### src/rtl/bspl_defs.vh
// Constants for the boot, security and PLL setup block
`ifndef BSPL_DEFS_VH
`define BSPL_DEFS_VH
// APB register byte addresses
`define BSPL_ADDR_PLL      12'h000
`define BSPL_ADDR_SECURE   12'h004
`define BSPL_ADDR_STATUS   12'h008
`define BSPL_ADDR_CTRL     12'h00c
`define BSPL_ADDR_OTPPROG  12'h010
`define BSPL_ADDR_ENTRY    12'h014
// Control register: write one to clear the refused-programming flag
`define BSPL_CTRL_CLR      0
// PLL field layout: R [5:0], F [17:6], OD [20:18]
`define BSPL_PLL_R_LSB     0
`define BSPL_PLL_R_MSB     5
`define BSPL_PLL_F_LSB     6
`define BSPL_PLL_F_MSB     17
`define BSPL_PLL_OD_LSB    18
`define BSPL_PLL_OD_MSB    20
// Strap table
`define BSPL_FB_MODE00     12'h09f
`define BSPL_FB_MODE11     12'h03f
`define BSPL_FB_MODE10     12'h01f
`define BSPL_FB_MODE01     12'h00f
`define BSPL_RATIO_MODE00  8'h28
`define BSPL_RATIO_MODE11  8'h10
`define BSPL_RATIO_MODE10  8'h08
`define BSPL_RATIO_MODE01  8'h04
`define BSPL_OD_RESET      3'h1
`define BSPL_R_RESET       6'h00
// Security word bits
`define BSPL_SEC_NOJTAG    0
`define BSPL_SEC_NOLINK    1
`define BSPL_SEC_OTPBOOT   5
`define BSPL_SEC_LOCK0     8
`define BSPL_SEC_MASTER    12
`define BSPL_SEC_NOJTAGOTP 13
`define BSPL_SEC_NODEBUG   14
// OTP geometry: 4 sectors of 512 rows
`define BSPL_OTP_AW        11
`define BSPL_OTP_SECT_LSB  9
// Boot image
`define BSPL_SKIP_CRC      32'h0d15ab1e
`define BSPL_CRC_POLY      32'hedb88320
`define BSPL_CRC_INIT      32'hffffffff
// Internal reset delay: 15 us at 50 MHz
`define BSPL_CLK_MHZ       50
`define BSPL_RST_US        15
`endif

### src/rtl/bspl_boot_loader.v
// Boot, security and PLL setup block with APB register access
`timescale 1ns/1ps
`include "bspl_defs.vh"
module bspl_boot_loader
(
  // Clock and reset
  input  wire        mclk,
  input  wire        rstn,
  // Strap pins
  input  wire [1:0]  modePins,
  // APB slave
  input  wire        psel,
  input  wire        penable,
  input  wire        pwrite,
  input  wire [11:0] paddr,
  input  wire [31:0] pwdata,
  output reg  [31:0] prdata,
  output reg         pready,
  output reg         pslverr,
  // OTP read port, one cycle latency
  output reg  [10:0] otpAddr,
  output reg         otpRd,
  input  wire [31:0] otpData,
  // Flash byte stream
  input  wire        flashValid,
  input  wire [7:0]  flashByte,
  output reg         flashReady,
  // SRAM write port
  output reg         ramWe,
  output reg  [15:0] ramAddr,
  output reg  [31:0] ramWdata,
  // Core start and PLL settings
  output reg         coreRun,
  output reg  [15:0] coreEntry,
  output reg  [2:0]  pllOutputDivider,
  output reg  [11:0] pllFeedback,
  output reg  [5:0]  pllRefDivider,
  output reg  [7:0]  pllRatio,
  // Security enforcement
  output reg         gpioPullDown,
  output reg         jtagBlock,
  output reg         linkBlock,
  output reg         jtagOtpBlock,
  output reg         debugPinDisable,
  output reg         otpProgGrant
);
  // States
  localparam [3:0] ST_RESET = 4'h0;
  localparam [3:0] ST_SECRD = 4'h1;
  localparam [3:0] ST_SECWT = 4'h2;
  localparam [3:0] ST_SELECT= 4'h3;
  localparam [3:0] ST_OTPRD = 4'h4;
  localparam [3:0] ST_OTPWT = 4'h5;
  localparam [3:0] ST_COUNT = 4'h6;
  localparam [3:0] ST_PROG  = 4'h7;
  localparam [3:0] ST_CHECK = 4'h8;
  localparam [3:0] ST_RUN   = 4'h9;
  localparam [3:0] ST_ERROR = 4'ha;

  localparam integer RST_CYC = `BSPL_RST_US * `BSPL_CLK_MHZ;

  // CRC of one byte, reflected
  function [31:0] crcByte;
    input [31:0] c;
    input [7:0]  b;
    integer      i;
    reg   [31:0] t;
    begin
      t = c ^ {24'h000000, b};
      for (i = 0; i < 8; i = i + 1)
      begin
        t = t[0] ? ((t >> 1) ^ `BSPL_CRC_POLY) : (t >> 1);
      end
      crcByte = t;
    end
  endfunction

  // Strap sync and capture
  reg  [1:0]  modeS1_ff;
  reg  [1:0]  modeS2_ff;
  reg  [1:0]  mode_ff;
  reg  [3:0]  state_ff;
  reg  [11:0] dly_ff;
  reg  [31:0] sec_ff;
  reg         secValid_ff;
  reg  [31:0] crc_ff;
  reg  [31:0] word_ff;
  reg  [31:0] count_ff;
  reg  [1:0]  bcnt_ff;
  reg  [15:0] ptr_ff;
  reg         bootErr_ff;
  reg         progReq_ff;
  reg  [10:0] progAddr_ff;
  reg         progReject_ff;
  reg         strapDone_ff;

  wire        apbWr = psel & penable & pwrite & pready;
  wire        apbRd = psel & ~pwrite & ~penable;
  wire        flashTake = flashValid & flashReady;
  wire [31:0] wordNext = {flashByte, word_ff[31:8]};
  wire        progSect = sec_ff[`BSPL_SEC_LOCK0 + progAddr_ff[`BSPL_OTP_AW-1:`BSPL_OTP_SECT_LSB]];

  always @(posedge mclk)
  begin
    modeS1_ff <= modePins;
    modeS2_ff <= modeS1_ff;
  end

  always @(posedge mclk)
  begin
    if (!rstn)
    begin
      state_ff        <= ST_RESET;
      dly_ff          <= 12'h000;
      sec_ff          <= 32'h00000000;
      secValid_ff     <= 1'b0;
      crc_ff          <= `BSPL_CRC_INIT;
      word_ff         <= 32'h00000000;
      count_ff        <= 32'h00000000;
      bcnt_ff         <= 2'h0;
      ptr_ff          <= 16'h0000;
      bootErr_ff      <= 1'b0;
      progReq_ff      <= 1'b0;
      progAddr_ff     <= 11'h000;
      progReject_ff   <= 1'b0;
      strapDone_ff    <= 1'b0;
      mode_ff         <= 2'h0;
      otpAddr         <= 11'h000;
      otpRd           <= 1'b0;
      flashReady      <= 1'b0;
      ramWe           <= 1'b0;
      ramAddr         <= 16'h0000;
      ramWdata        <= 32'h00000000;
      coreRun         <= 1'b0;
      coreEntry       <= 16'h0000;
      pllOutputDivider<= `BSPL_OD_RESET;
      pllFeedback     <= `BSPL_FB_MODE00;
      pllRefDivider   <= `BSPL_R_RESET;
      pllRatio        <= `BSPL_RATIO_MODE00;
      gpioPullDown    <= 1'b1;
      jtagBlock       <= 1'b1;
      linkBlock       <= 1'b1;
      jtagOtpBlock    <= 1'b1;
      debugPinDisable <= 1'b1;
      otpProgGrant    <= 1'b0;
      prdata          <= 32'h00000000;
      pready          <= 1'b0;
      pslverr         <= 1'b0;
    end
    else
    begin
      ramWe <= 1'b0;
      otpRd <= 1'b0;
      otpProgGrant <= 1'b0;
      // Strap latched once after release
      if (!strapDone_ff)
      begin
        strapDone_ff <= 1'b1;
        mode_ff      <= modeS2_ff;
        case (modeS2_ff)
          2'b00:
          begin
            pllFeedback <= `BSPL_FB_MODE00;
            pllRatio    <= `BSPL_RATIO_MODE00;
          end
          2'b11:
          begin
            pllFeedback <= `BSPL_FB_MODE11;
            pllRatio    <= `BSPL_RATIO_MODE11;
          end
          2'b10:
          begin
            pllFeedback <= `BSPL_FB_MODE10;
            pllRatio    <= `BSPL_RATIO_MODE10;
          end
          default:
          begin
            pllFeedback <= `BSPL_FB_MODE01;
            pllRatio    <= `BSPL_RATIO_MODE01;
          end
        endcase
        pllOutputDivider <= `BSPL_OD_RESET;
        pllRefDivider    <= `BSPL_R_RESET;
      end
      // JTAG, link and debug outputs follow the loaded word only
      if (secValid_ff)
      begin
        jtagBlock       <= sec_ff[`BSPL_SEC_NOJTAG];
        linkBlock       <= sec_ff[`BSPL_SEC_NOLINK];
        jtagOtpBlock    <= sec_ff[`BSPL_SEC_NOJTAGOTP];
        debugPinDisable <= sec_ff[`BSPL_SEC_NODEBUG];
      end
      gpioPullDown <= 1'b0;
      // OTP programming gate
      if (progReq_ff)
      begin
        progReq_ff <= 1'b0;
        if (!secValid_ff || sec_ff[`BSPL_SEC_MASTER] || progSect)
          progReject_ff <= 1'b1;
        else
          otpProgGrant <= 1'b1;
      end

      case (state_ff)
        ST_RESET:
        begin
          if (dly_ff == RST_CYC[11:0] - 12'h001)
            state_ff <= ST_SECRD;
          else
            dly_ff <= dly_ff + 12'h001;
        end
        ST_SECRD:
        begin
          otpAddr  <= 11'h000;
          otpRd    <= 1'b1;
          state_ff <= ST_SECWT;
        end
        ST_SECWT:
        begin
          if (!otpRd)
          begin
            sec_ff      <= otpData;
            secValid_ff <= 1'b1;
            state_ff    <= ST_SELECT;
          end
        end
        ST_SELECT:
        begin
          crc_ff  <= `BSPL_CRC_INIT;
          bcnt_ff <= 2'h0;
          ptr_ff  <= 16'h0000;
          if (sec_ff[`BSPL_SEC_OTPBOOT])
          begin
            otpAddr  <= 11'h000;
            state_ff <= ST_OTPRD;
          end
          else
          begin
            flashReady <= 1'b1;
            state_ff   <= ST_COUNT;
          end
        end
        ST_OTPRD:
        begin
          otpRd    <= 1'b1;
          state_ff <= ST_OTPWT;
        end
        ST_OTPWT:
        begin
          if (!otpRd)
          begin
            ramWe    <= 1'b1;
            ramAddr  <= ptr_ff;
            ramWdata <= otpData;
            ptr_ff   <= ptr_ff + 16'h0001;
            if (otpAddr == {`BSPL_OTP_AW{1'b1}})
            begin
              coreEntry <= 16'h0000;
              state_ff  <= ST_RUN;
            end
            else
            begin
              otpAddr  <= otpAddr + 11'h001;
              state_ff <= ST_OTPRD;
            end
          end
        end
        ST_COUNT:
        begin
          if (flashTake)
          begin
            word_ff <= wordNext;
            crc_ff  <= crcByte(crc_ff, flashByte);
            bcnt_ff <= bcnt_ff + 2'h1;
            if (bcnt_ff == 2'h3)
            begin
              count_ff <= wordNext;
              state_ff <= (wordNext == 32'h00000000) ? ST_CHECK : ST_PROG;
            end
          end
        end
        ST_PROG:
        begin
          if (flashTake)
          begin
            word_ff <= wordNext;
            crc_ff  <= crcByte(crc_ff, flashByte);
            bcnt_ff <= bcnt_ff + 2'h1;
            if (bcnt_ff == 2'h3)
            begin
              ramWe    <= 1'b1;
              ramAddr  <= ptr_ff;
              ramWdata <= wordNext;
              ptr_ff   <= ptr_ff + 16'h0001;
              count_ff <= count_ff - 32'h00000001;
              if (count_ff == 32'h00000001)
                state_ff <= ST_CHECK;
            end
          end
        end
        ST_CHECK:
        begin
          if (flashTake)
          begin
            word_ff <= wordNext;
            bcnt_ff <= bcnt_ff + 2'h1;
            if (bcnt_ff == 2'h3)
            begin
              flashReady <= 1'b0;
              if (wordNext == `BSPL_SKIP_CRC || wordNext == ~crc_ff)
              begin
                coreEntry <= 16'h0000;
                state_ff  <= ST_RUN;
              end
              else
              begin
                bootErr_ff <= 1'b1;
                state_ff   <= ST_ERROR;
              end
            end
          end
        end
        ST_RUN:
        begin
          coreRun <= 1'b1;
        end
        ST_ERROR:
        begin
          coreRun <= 1'b0;
        end
        default:
        begin
          state_ff <= ST_RESET;
        end
      endcase

      // APB slave: no wait states, pready high in the first access cycle
      pready  <= psel & ~penable;
      pslverr <= 1'b0;
      if (psel & ~penable)
      begin
        pslverr <= ~(paddr == `BSPL_ADDR_PLL || paddr == `BSPL_ADDR_SECURE ||
                     paddr == `BSPL_ADDR_STATUS || paddr == `BSPL_ADDR_CTRL ||
                     paddr == `BSPL_ADDR_OTPPROG || paddr == `BSPL_ADDR_ENTRY);
      end
      if (apbRd)
      begin
        case (paddr)
          `BSPL_ADDR_PLL:
            prdata <= {11'h000, pllOutputDivider, pllFeedback, pllRefDivider};
          `BSPL_ADDR_SECURE:
            prdata <= sec_ff;
          `BSPL_ADDR_STATUS:
            prdata <= {20'h00000, progReject_ff, bootErr_ff, coreRun, secValid_ff, state_ff, mode_ff, 2'h0};
          `BSPL_ADDR_ENTRY:
            prdata <= {16'h0000, coreEntry};
          default:
            prdata <= 32'h00000000;
        endcase
      end
      if (apbWr && !pslverr)
      begin
        if (paddr == `BSPL_ADDR_PLL)
        begin
          pllRefDivider    <= pwdata[`BSPL_PLL_R_MSB:`BSPL_PLL_R_LSB];
          pllFeedback      <= pwdata[`BSPL_PLL_F_MSB:`BSPL_PLL_F_LSB];
          pllOutputDivider <= pwdata[`BSPL_PLL_OD_MSB:`BSPL_PLL_OD_LSB];
        end
        if (paddr == `BSPL_ADDR_OTPPROG)
        begin
          progReq_ff  <= 1'b1;
          progAddr_ff <= pwdata[`BSPL_OTP_AW-1:0];
        end
        if (paddr == `BSPL_ADDR_CTRL && pwdata[`BSPL_CTRL_CLR] && !progReq_ff)
          progReject_ff <= 1'b0;
      end
    end
  end
endmodule // bspl_boot_loader

### config.mk
export PLATFORM = sky130hd
export DESIGN_NAME = bspl_boot_loader
export DESIGN_NICKNAME = d
export VERILOG_FILES = /design/src/rtl/bspl_boot_loader.v
export VERILOG_INCLUDE_DIRS = /design/src /design/src/rtl
export SDC_FILE = /design/constraint.sdc
export NUM_CORES = 1
export LEC_CHECK = 0
export BUFFER_PORTS_ARGS = -buffer_cell sky130_fd_sc_hd__buf_2
export CAP_MARGIN = 0
export CORE_ASPECT_RATIO = 0.5
export CORE_MARGIN = 4
export CORE_UTILIZATION = 60
export CTS_CLUSTER_DIAMETER = 60
export DETAILED_ROUTE_END_ITERATION = 16
export PLACE_DENSITY = 0.85
export SYNTH_ARGS = -nofsm -noshare
export SYNTH_HDL_FRONTEND = slang
export SYNTH_SLANG_ARGS = --single-unit
### constraint.sdc
create_clock -name mclk -period 4.2 [get_ports mclk]
set_clock_uncertainty 0.15 [all_clocks]
set_input_delay 0.21 -clock mclk [delete_from_list [all_inputs] [get_ports mclk]]
set_output_delay 0.21 -clock mclk [all_outputs]
set_load 0.005 [all_outputs]
### Word-level counts from Yosys, hierarchy flattened

Index checks and enable logic that the tools add are counted.

* multiply operators: 0
* mux-type cells: 84
* eq/ne operators: 40
* shift operators: 0
* magnitude comparators: 1
* add/subtract/negate cells: 6
* bitwise operators: 24
* divide/modulo/power cells: 0
* reduce and logical (&&, ||, !) cells: 48

Operators with widths (number)
* $mux 32: 14
* $pmux 32 s2: 3
* $mux 16: 11
* $pmux 32 s4: 1
* $not 13->14: 8
* $pmux 16 s2: 2
* $mux 4: 12
* $pmux 16 s3: 1
* $pmux 4 s10: 1
* $mux 12: 3
* $mux 11: 3
* $pmux 11 s3: 1
* $eq 32x1->1 const B: 1
* $eq 32x28->1 const B: 1
* $eq 32x32->1: 1
* $logic_not 32->1: 1
* $not 32->32: 1
* $sub 32x1->32 const B: 1
* $xor 32x8->32: 1
* $ne 2x2->1 const B: 15
* $eq 12x4->1 const B: 2
* $eq 12x5->1 const B: 2
* $pmux 8 s3: 1
* $reduce_and 4->1: 5
* 39 further kinds: 111

* bits in latches: 0
* logic and storage cells: 241
* memories: 0
* memory bits (read-only): 0
* input port bits: 92
* RAM bits: 0
* register bits: 332
* output and inout bits: 148

### Depth between registers and ports, before layout

Gate-level depths: netlist of run 1.

* depth in word-level cells: 19
* gate-level depth with buffers: 10
* depth with buffers taken out: 8

### Worst setup path before layout of run 1

No wires, ideal clock.

* path type: register to register
* start point: reg count_ff[11]
* end point: reg state_ff[1]
* path slack: 1.986 ns
* arrival time: 1.946 ns
* stages on the path, launching flop included: 8
* path through: dfxtp_1 or3_1 buf_6 nor4_4 nand3_2 o31ai_4 nand3b_1 a32o_2

* longest elaborated chain between the ends: 3

Ends and longest elaborated chain
* start, declared: line bspl_boot_loader.v:88 `reg [31:0] count_ff;`
* start signal, assigned: line bspl_boot_loader.v:277 `count_ff <= wordNext;`
* start signal, assigned: line bspl_boot_loader.v:295 `count_ff <= count_ff - 32'h00000001;`
* $eq 32x1->1: line bspl_boot_loader.v:296 `if (count_ff == 32'h00000001)`
* $ne 2x2->1 (no source line)
* $reduce_and 11->1 (no source line)
* end signal, assigned: line bspl_boot_loader.v:278 `state_ff <= (wordNext == 32'h00000000) ? ST_CHECK : ST_PROG;`
* end, declared: line bspl_boot_loader.v:82 `reg [3:0] state_ff;`

No other way between the ends.
A chain may end at the register's enable or synchronous reset.

### Worst setup path after layout of run 1

* start point: reg state_ff[2]
* end point: reg count_ff[29]

* longest elaborated chain between the ends: 3
* elaborated cells between the ends (all ways): 9

Ends and longest elaborated chain
* $eq 4x3->1: line bspl_boot_loader.v:204 `case (state_ff)`
* $ne 2x2->1 (no source line) or $reduce_bool 2->1 (tied branches)
* $reduce_and 5->1 (no source line)

Several ways; a longest one is shown, not always the timed one.

==> results of run 1 <==
## cell usage after synthesis (all sizes together), types with 3 or more instances
cell	count
o21ai	84
o22ai	19
o311ai	3
nor4	28
inv	18
nor2b	7
a32o	3
nand4	24
or4	3
a21oi	147
ha	7
nor3	42
a22oi	20
a21o	5
nand3	67
a311oi	33
buf	48
nor3b	6
and2	19
xnor2	103
a31oi	7
o211ai	7
a222oi	11
o31ai	10
a22o	3
a211oi	5
clkbuf	93
and3	6
and4	6
or3	16
mux2i	9
o21a	7
dfxtp	295
nor2	149
xor2	26
nand2	328
## final timing paths
path                                    from            end  depth (start not counted)  slack [ps]
worst min-delay path                paddr[2]  progReject_ff                          6          50
worst max-delay path             state_ff[2]   count_ff[29]                          7        1250
worst min register to register  modeS1_ff[1]   modeS2_ff[1]                          0         180
worst max register to register   state_ff[2]   count_ff[29]                          7        1250
## placed cells by master (no fill, tap or decap), types with 6 or more instances in the layout
cell type and n:
o31ai_1 9, clkbuf_16 27, a31oi_1 7, buf_2 208, clkinv_2 6, a222oi_1 11, and2_1 19, o211ai_1 7
inv_1 17, bufinv_16 7, and3_1 6, ha_1 7, nand4_1 22, nor4_1 27, a21oi_1 147, nor2b_1 7
conb_1 20, nor3_1 40, nand2_1 328, a22oi_1 20, dfxtp_1 295, nor2_1 149, mux2i_1 9, o21ai_0 76
o21ai_1 8, buf_4 19, or3_1 16, o22ai_1 18, and4_1 6, xor2_1 22, nand3_1 66, dlygate4sd3_1 69
a311oi_1 33, xnor2_1 94, o21a_1 7
## sequential cells by signal (all words and copies together) (netlist names), 2 cells and up
register	flops
crc_ff	32
count_ff	32
pllOutputDivider	3
mode_ff	2
state_ff	4
pllRefDivider	6
ptr_ff	16
ramAddr	16
bcnt_ff	2
word_ff	24
pllRatio	4
prdata	32
progAddr_ff	2
modeS2_ff	2
pllFeedback	12
ramWdata	32
otpAddr	11
modeS1_ff	2
sec_ff	32
dly_ff	12
## tightest hold or removal path, delay by kind of cell
kind,cells,cell delay [ps]
buf+inv,1,130
simple gates,4,300
compound gates,1,60
## stage by stage
step                      power (mW)  hold WS [ps]  cells
final                          5.937         51.04   2233
after global routing           6.098         66.49   2228
after CTS                      5.922         44.72   2228
after detailed placement       3.191         165.2   2111
after global placement         3.188         162.0   2111
after floorplan                3.098         87.72   1724
## area by class of cell
cell class	count	share of cell area [%]
clock inverter	16	1.643
clock buffer	32	4.263
sequential	295	35.74
tap	300	2.271
inverter	18	0.4391
timing repair buffer	297	11.46
multi-input combinational	1270	44.11
antenna	5	0.07571
## power groups by stage
stage	sequential, mW	combinational (mW)	clock [mW]
finish	2.82	0.370	2.75
global placement	2.88	0.305	0
global route	2.82	0.396	2.88
CTS	2.82	0.361	2.74
floorplan	2.88	0.220	0
detailed placement	2.88	0.308	0
## kinds of logic after synthesis
group / Yosys count
and+or+nand+nor: 717
adders and majority gates: 7
muxes: 11
xor gates and xnor gates: 131
AOI/OAI and AO/OA: 384
buffers and inverters: 159
other: 1
DFF: 295
## timing repair
action | CTS | global route
endpoints found under the hold margin | 102 | 0
hold buffers | 69 | 0
resized for setup | 0 | 0
## routing by layer
| layer | vias to the layer above | wire length, um |
|---|---|---|
| met4 | 0 | 2050 |
| met1 | 6482 | 17620 |
| met3 | 184 | 4604 |
| met5 | - | 0 |
| li1 | 6330 | - |
| met2 | 797 | 19480 |
==> impl_results.md, run 1 <==
* Async S/R FF share, synth at 0%
* Pin count of the biggest net entering global routing at 124
* Highest-delay cell along the critical path: dfxtp_1
* Post-synth top area share at 42.79%
* Ys Warns at 0
* DIE WIDTH at 222.5 um
* Buffers on Ports at 208
* Fin area at 16530 um^2
* Post-route ant nets at 0
* Worst VDD drop at 248.4 uV
* RSZ-0062 raised after global routing: false
* WL/cell at 19.60 um
* Combinational family with the most area after synthesis: simple AND/OR/NAND/NOR gates
* Slew @ Worst Pin at 1200 ps
* Die ar. at 25640 um^2
* Worst path buffer plus inverter count at 1
* Routability congestion estimate at 0.9549
* CTS tree: done
* Gr ovfl total at 0
* Met3 global-route usage at 5.995%
* Core box area at 22110 um^2
* Footprint of the multi-input gates at 7289 um^2
* Final WL at 43.76 mm
* Post-Synth XOR/XNOR Area at 9.547%
* Met2 usage at 51.38%
* Seq/Total Area, Yosys at 42.79%
* Flop pwr share at 47.5%
* Synth Area in Adders at 0.6346%
* Synth top area cells: dfxtp_1 43%, nand2_1 8.9%, xnor2_1 6.0%, a21oi_1 5.3%, nor2_1 4.1%
* Setup tns final at 0 ps
* Number of enable flip-flop cells after synthesis at 0
* Vias at 13790
* Starting DRT DRC Count at 1713
* Mapped cell area at 13800 um^2
* Hpwl dp at 27.83 mm
* Clock latency on the worst-skew pair at 550 ps
* Min-Delay Path Class: in2reg
* Largest area contributor in the netlist: dfxtp_1
* Number of global-route vias before repair at 12570
* Area Overhead vs Synth at 19.75%
* Total Routing Usage GR at 32.44%
* Initial antenna violation count at 0
* Crit path largest cell delay at 760 ps
* Gate power share at 6.2%
* Clk buf depth at 3
* Setup violators final at 0
* Main flop type after synthesis: dfxtp_1
* Register bit total from synthesis at 295
* Max_cap viols at 0
* Minimum clock period at 2946 ps
* Most frequent CP cell: nor2_1
* CTS H-Tree Depth at 1
* Clk slew on worst S/H paths at 70 ps
* Simple-gate share of the synthesized area at 23.64%
* Via density at 6.177
* CP Max Fanout at 30
* Initial Utilization at 62.42%
* Global routing's busiest layer: met2
* Synth cell types at 79
* Worst path cell trace: nor2b_1 > nand2_1 > nor2_1 > buf_4 > o21ai_0 > a222oi_1 > nor2_1
* Delay-heaviest family, CP: simple AND/OR/NAND/NOR gates
* Share of cells above drive strength 1 at 16.08%
* Root Driver: clkbuf_16
* Internal Power at 4.605 mW
* Worst EP required at 4450 ps
* Sw power at 1.332 mW
* Clk network pwr share at 46.3%
* TritonCTS Buffers at 26
* Final worst slack at 1254 ps
* Syn avg cell area at 8.094 um^2
* Crit Path Category: reg2reg
* Max_slew headroom at 19.92%
* Post-CTS Repair Setup Buffers at 0
* CP Launch Type: register
* First-pass GRT wire length at 68.44 mm
* Mapped Cells at 1705
* Status: finished clean
* Ports at 240
* Synth Area in Compound Gates at 17.40%
* Row count at 38
* DRT Pass-1 Iters at 9
* Slew Limit Fails at 0
* Fill count at 1597
* Final Hold Violating Endpoints at 0
* Worst EP arrival at 3200 ps
* Met1 Usage GRT at 44.53%
* Flip-flop and latch area at 5906 um^2
* NumNets Final at 2007
* Pwr/cell area at 359.3 nW/um^2
* Pleak at 6.187 nW
* Max Fclk at 339.4 MHz
* Clock sink total at 295
* Multiplexer share of the synthesized area at 0.8160%
* Switch share at 22.43%
* Residual DRC at 0
* Critical path endpoint category: register
* Final period util at 70.15%
* Finished Core Util at 74.75%
* DP Area at 14850 um^2
* Die height at 115.2 um
* Post-placement worst setup slack at 1250 ps
(Power assumes the default switching activity.)
==> inputs of run 2 (changes only) <==
- CORE_UTILIZATION: 60 -> 56
- PLACE_DENSITY: 0.85 -> 0.8
- clock period: 4.2 -> 3 ns (I/O delays scaled with it)
==> run 2 against run 1 <==
  * Final cell count is 3.2% higher
  * Final area is 2.2% higher
  * Core utilization is 4.7 points lower
  * Global-route usage is 2.3 points lower
  * Non-clock buffer count is 38 higher
  * Clock-buffer cell count is 9 higher
  * Largest cell class unchanged
  * Highest routed layer unchanged
  * First-iteration DRC count is 4.0% lower
  * Register-to-register slack worse by 770 ps
==> impl_results.md, run 2 (synthesis results as in run 1) <==
* Status: finished clean
* Pwr/cell area at 480.0 nW/um^2
* Worst VDD drop at 382.7 uV
* Clk slew on worst S/H paths at 70 ps
* Crit Path Category: in2reg
* Setup violators final at 0
* CP Max Fanout at 3
* Root Driver: clkbuf_16
* First-pass GRT wire length at 68.13 mm
* Gr ovfl total at 0
* DRT Pass-1 Iters at 7
* WL/cell at 18.68 um
* Core box area at 24120 um^2
* NumNets Final at 2045
* Via density at 5.885
* Starting DRT DRC Count at 1644
* Pin count of the biggest net entering global routing at 98
* TritonCTS Buffers at 26
* RSZ-0062 raised after global routing: false
* Critical path endpoint category: register
* Die height at 119.0 um
* Worst EP required at 3260 ps
* Final WL at 43.04 mm
* Slew Limit Fails at 0
* Initial Utilization at 57.21%
* Row count at 40
* Commonest cells after routing, fill and taps aside: 328 x nand2_1, 295 x dfxtp_1, 208 x buf_2
* Buffers on Ports at 208
* CTS tree: done
* Max_cap viols at 0
* Area Overhead vs Synth at 22.37%
* Max_slew headroom at 41.49%
* Initial antenna violation count at 1
* Post-route ant nets at 0
* Clk buf depth at 3
* Share of cells above drive strength 1 at 16.54%
* Routability congestion estimate at 0.9537
* Hpwl dp at 28.19 mm
* Minimum clock period at 2703 ps
* Pleak at 6.378 nW
* Final Hold Violating Endpoints at 0
* CTS H-Tree Depth at 1
* Max Fclk at 369.9 MHz
* Ports at 240
* DIE WIDTH at 230.0 um
* Residual DRC at 0
* Slew @ Worst Pin at 855.5 ps
* Final worst slack at 296.6 ps
* Total Routing Usage GR at 30.18%
* Min-Delay Path Class: in2reg
* Setup tns final at 0 ps
* Worst EP arrival at 2960 ps
* Vias at 13560
* Number of global-route vias before repair at 12680
* Die ar. at 27370 um^2
* Clock latency on the worst-skew pair at 550 ps
* Finished Core Util at 70.01%
* Final period util at 90.11%
* Post-placement worst setup slack at 540.7 ps
* CP Launch Type: primary input
* Clock sink total at 295
* Commonest non-fill, non-tap cell in the layout: nand2_1
[run 2: where the power goes]
part / internal, mW / total (mW) / switching [mW]
registers: 3.93 / 3.94 / 0.0122
logic: 0.243 / 0.540 / 0.297
clock network: 2.11 / 3.63 / 1.52
[run 2: worst max-delay path, cell delays in order]
cell and delay [ps]:
dlygate4sd3_1 540, buf_2 120, nor2_1 130, dlygate4sd3_1 560
nand3_1 120, nor4_2 500, mux2i_1 220, dlygate4sd3_1 560
nor2_1 50
[run 2: worst paths after layout]
path	slack, ps	end	startpoint	depth (start not counted)
worst max-delay path	300	progAddr_ff[9]	paddr[5]	9
worst min-delay path	120	modeS1_ff[1]	modePins[1]	2
worst max register to register	480	state_ff[2]	count_ff[11]	6
worst min register to register	200	modeS2_ff[1]	modeS1_ff[1]	0
[run 2: metrics by stage]
step           power (mW)  hold slack, ps  cell area (um^2)  cells
2_1_floorplan       4.338           27.72             13870   1724
3_3_place_gp        4.469           104.1             15060   2165
3_5_place_dp        4.476           105.6             15060   2165
4_1_cts             8.114           82.39             16870   2301
5_1_grt             8.338           104.1             16880   2302
6_report            8.106           118.0             16890   2304
[run 2: final cells by class]
type,count,area [um^2]
Antenna cell,3,7.507
Multi-Input combinational cell,1270,7292
Clock inverter,6,113.9
Clock buffer,41,808.3
Fill cell,1882,7236
Timing Repair Buffer,335,2267
Tap cell,336,420.4
Sequential cell,295,5906
Inverter,18,72.57
[run 2: per-layer routing]
metal,wire (um),track usage [%]
met1,18120,41.41
met2,19370,47.00
met3,3687,5.975
met4,1857,12.19
met5,0,0
[run 2: what timing repair did]
item	CTS	global route
hold buffers	89	0
resized for setup	0	1
endpoints found under the hold margin	133	0
endpoints found under the setup margin	0	2
buffers inserted	0	0
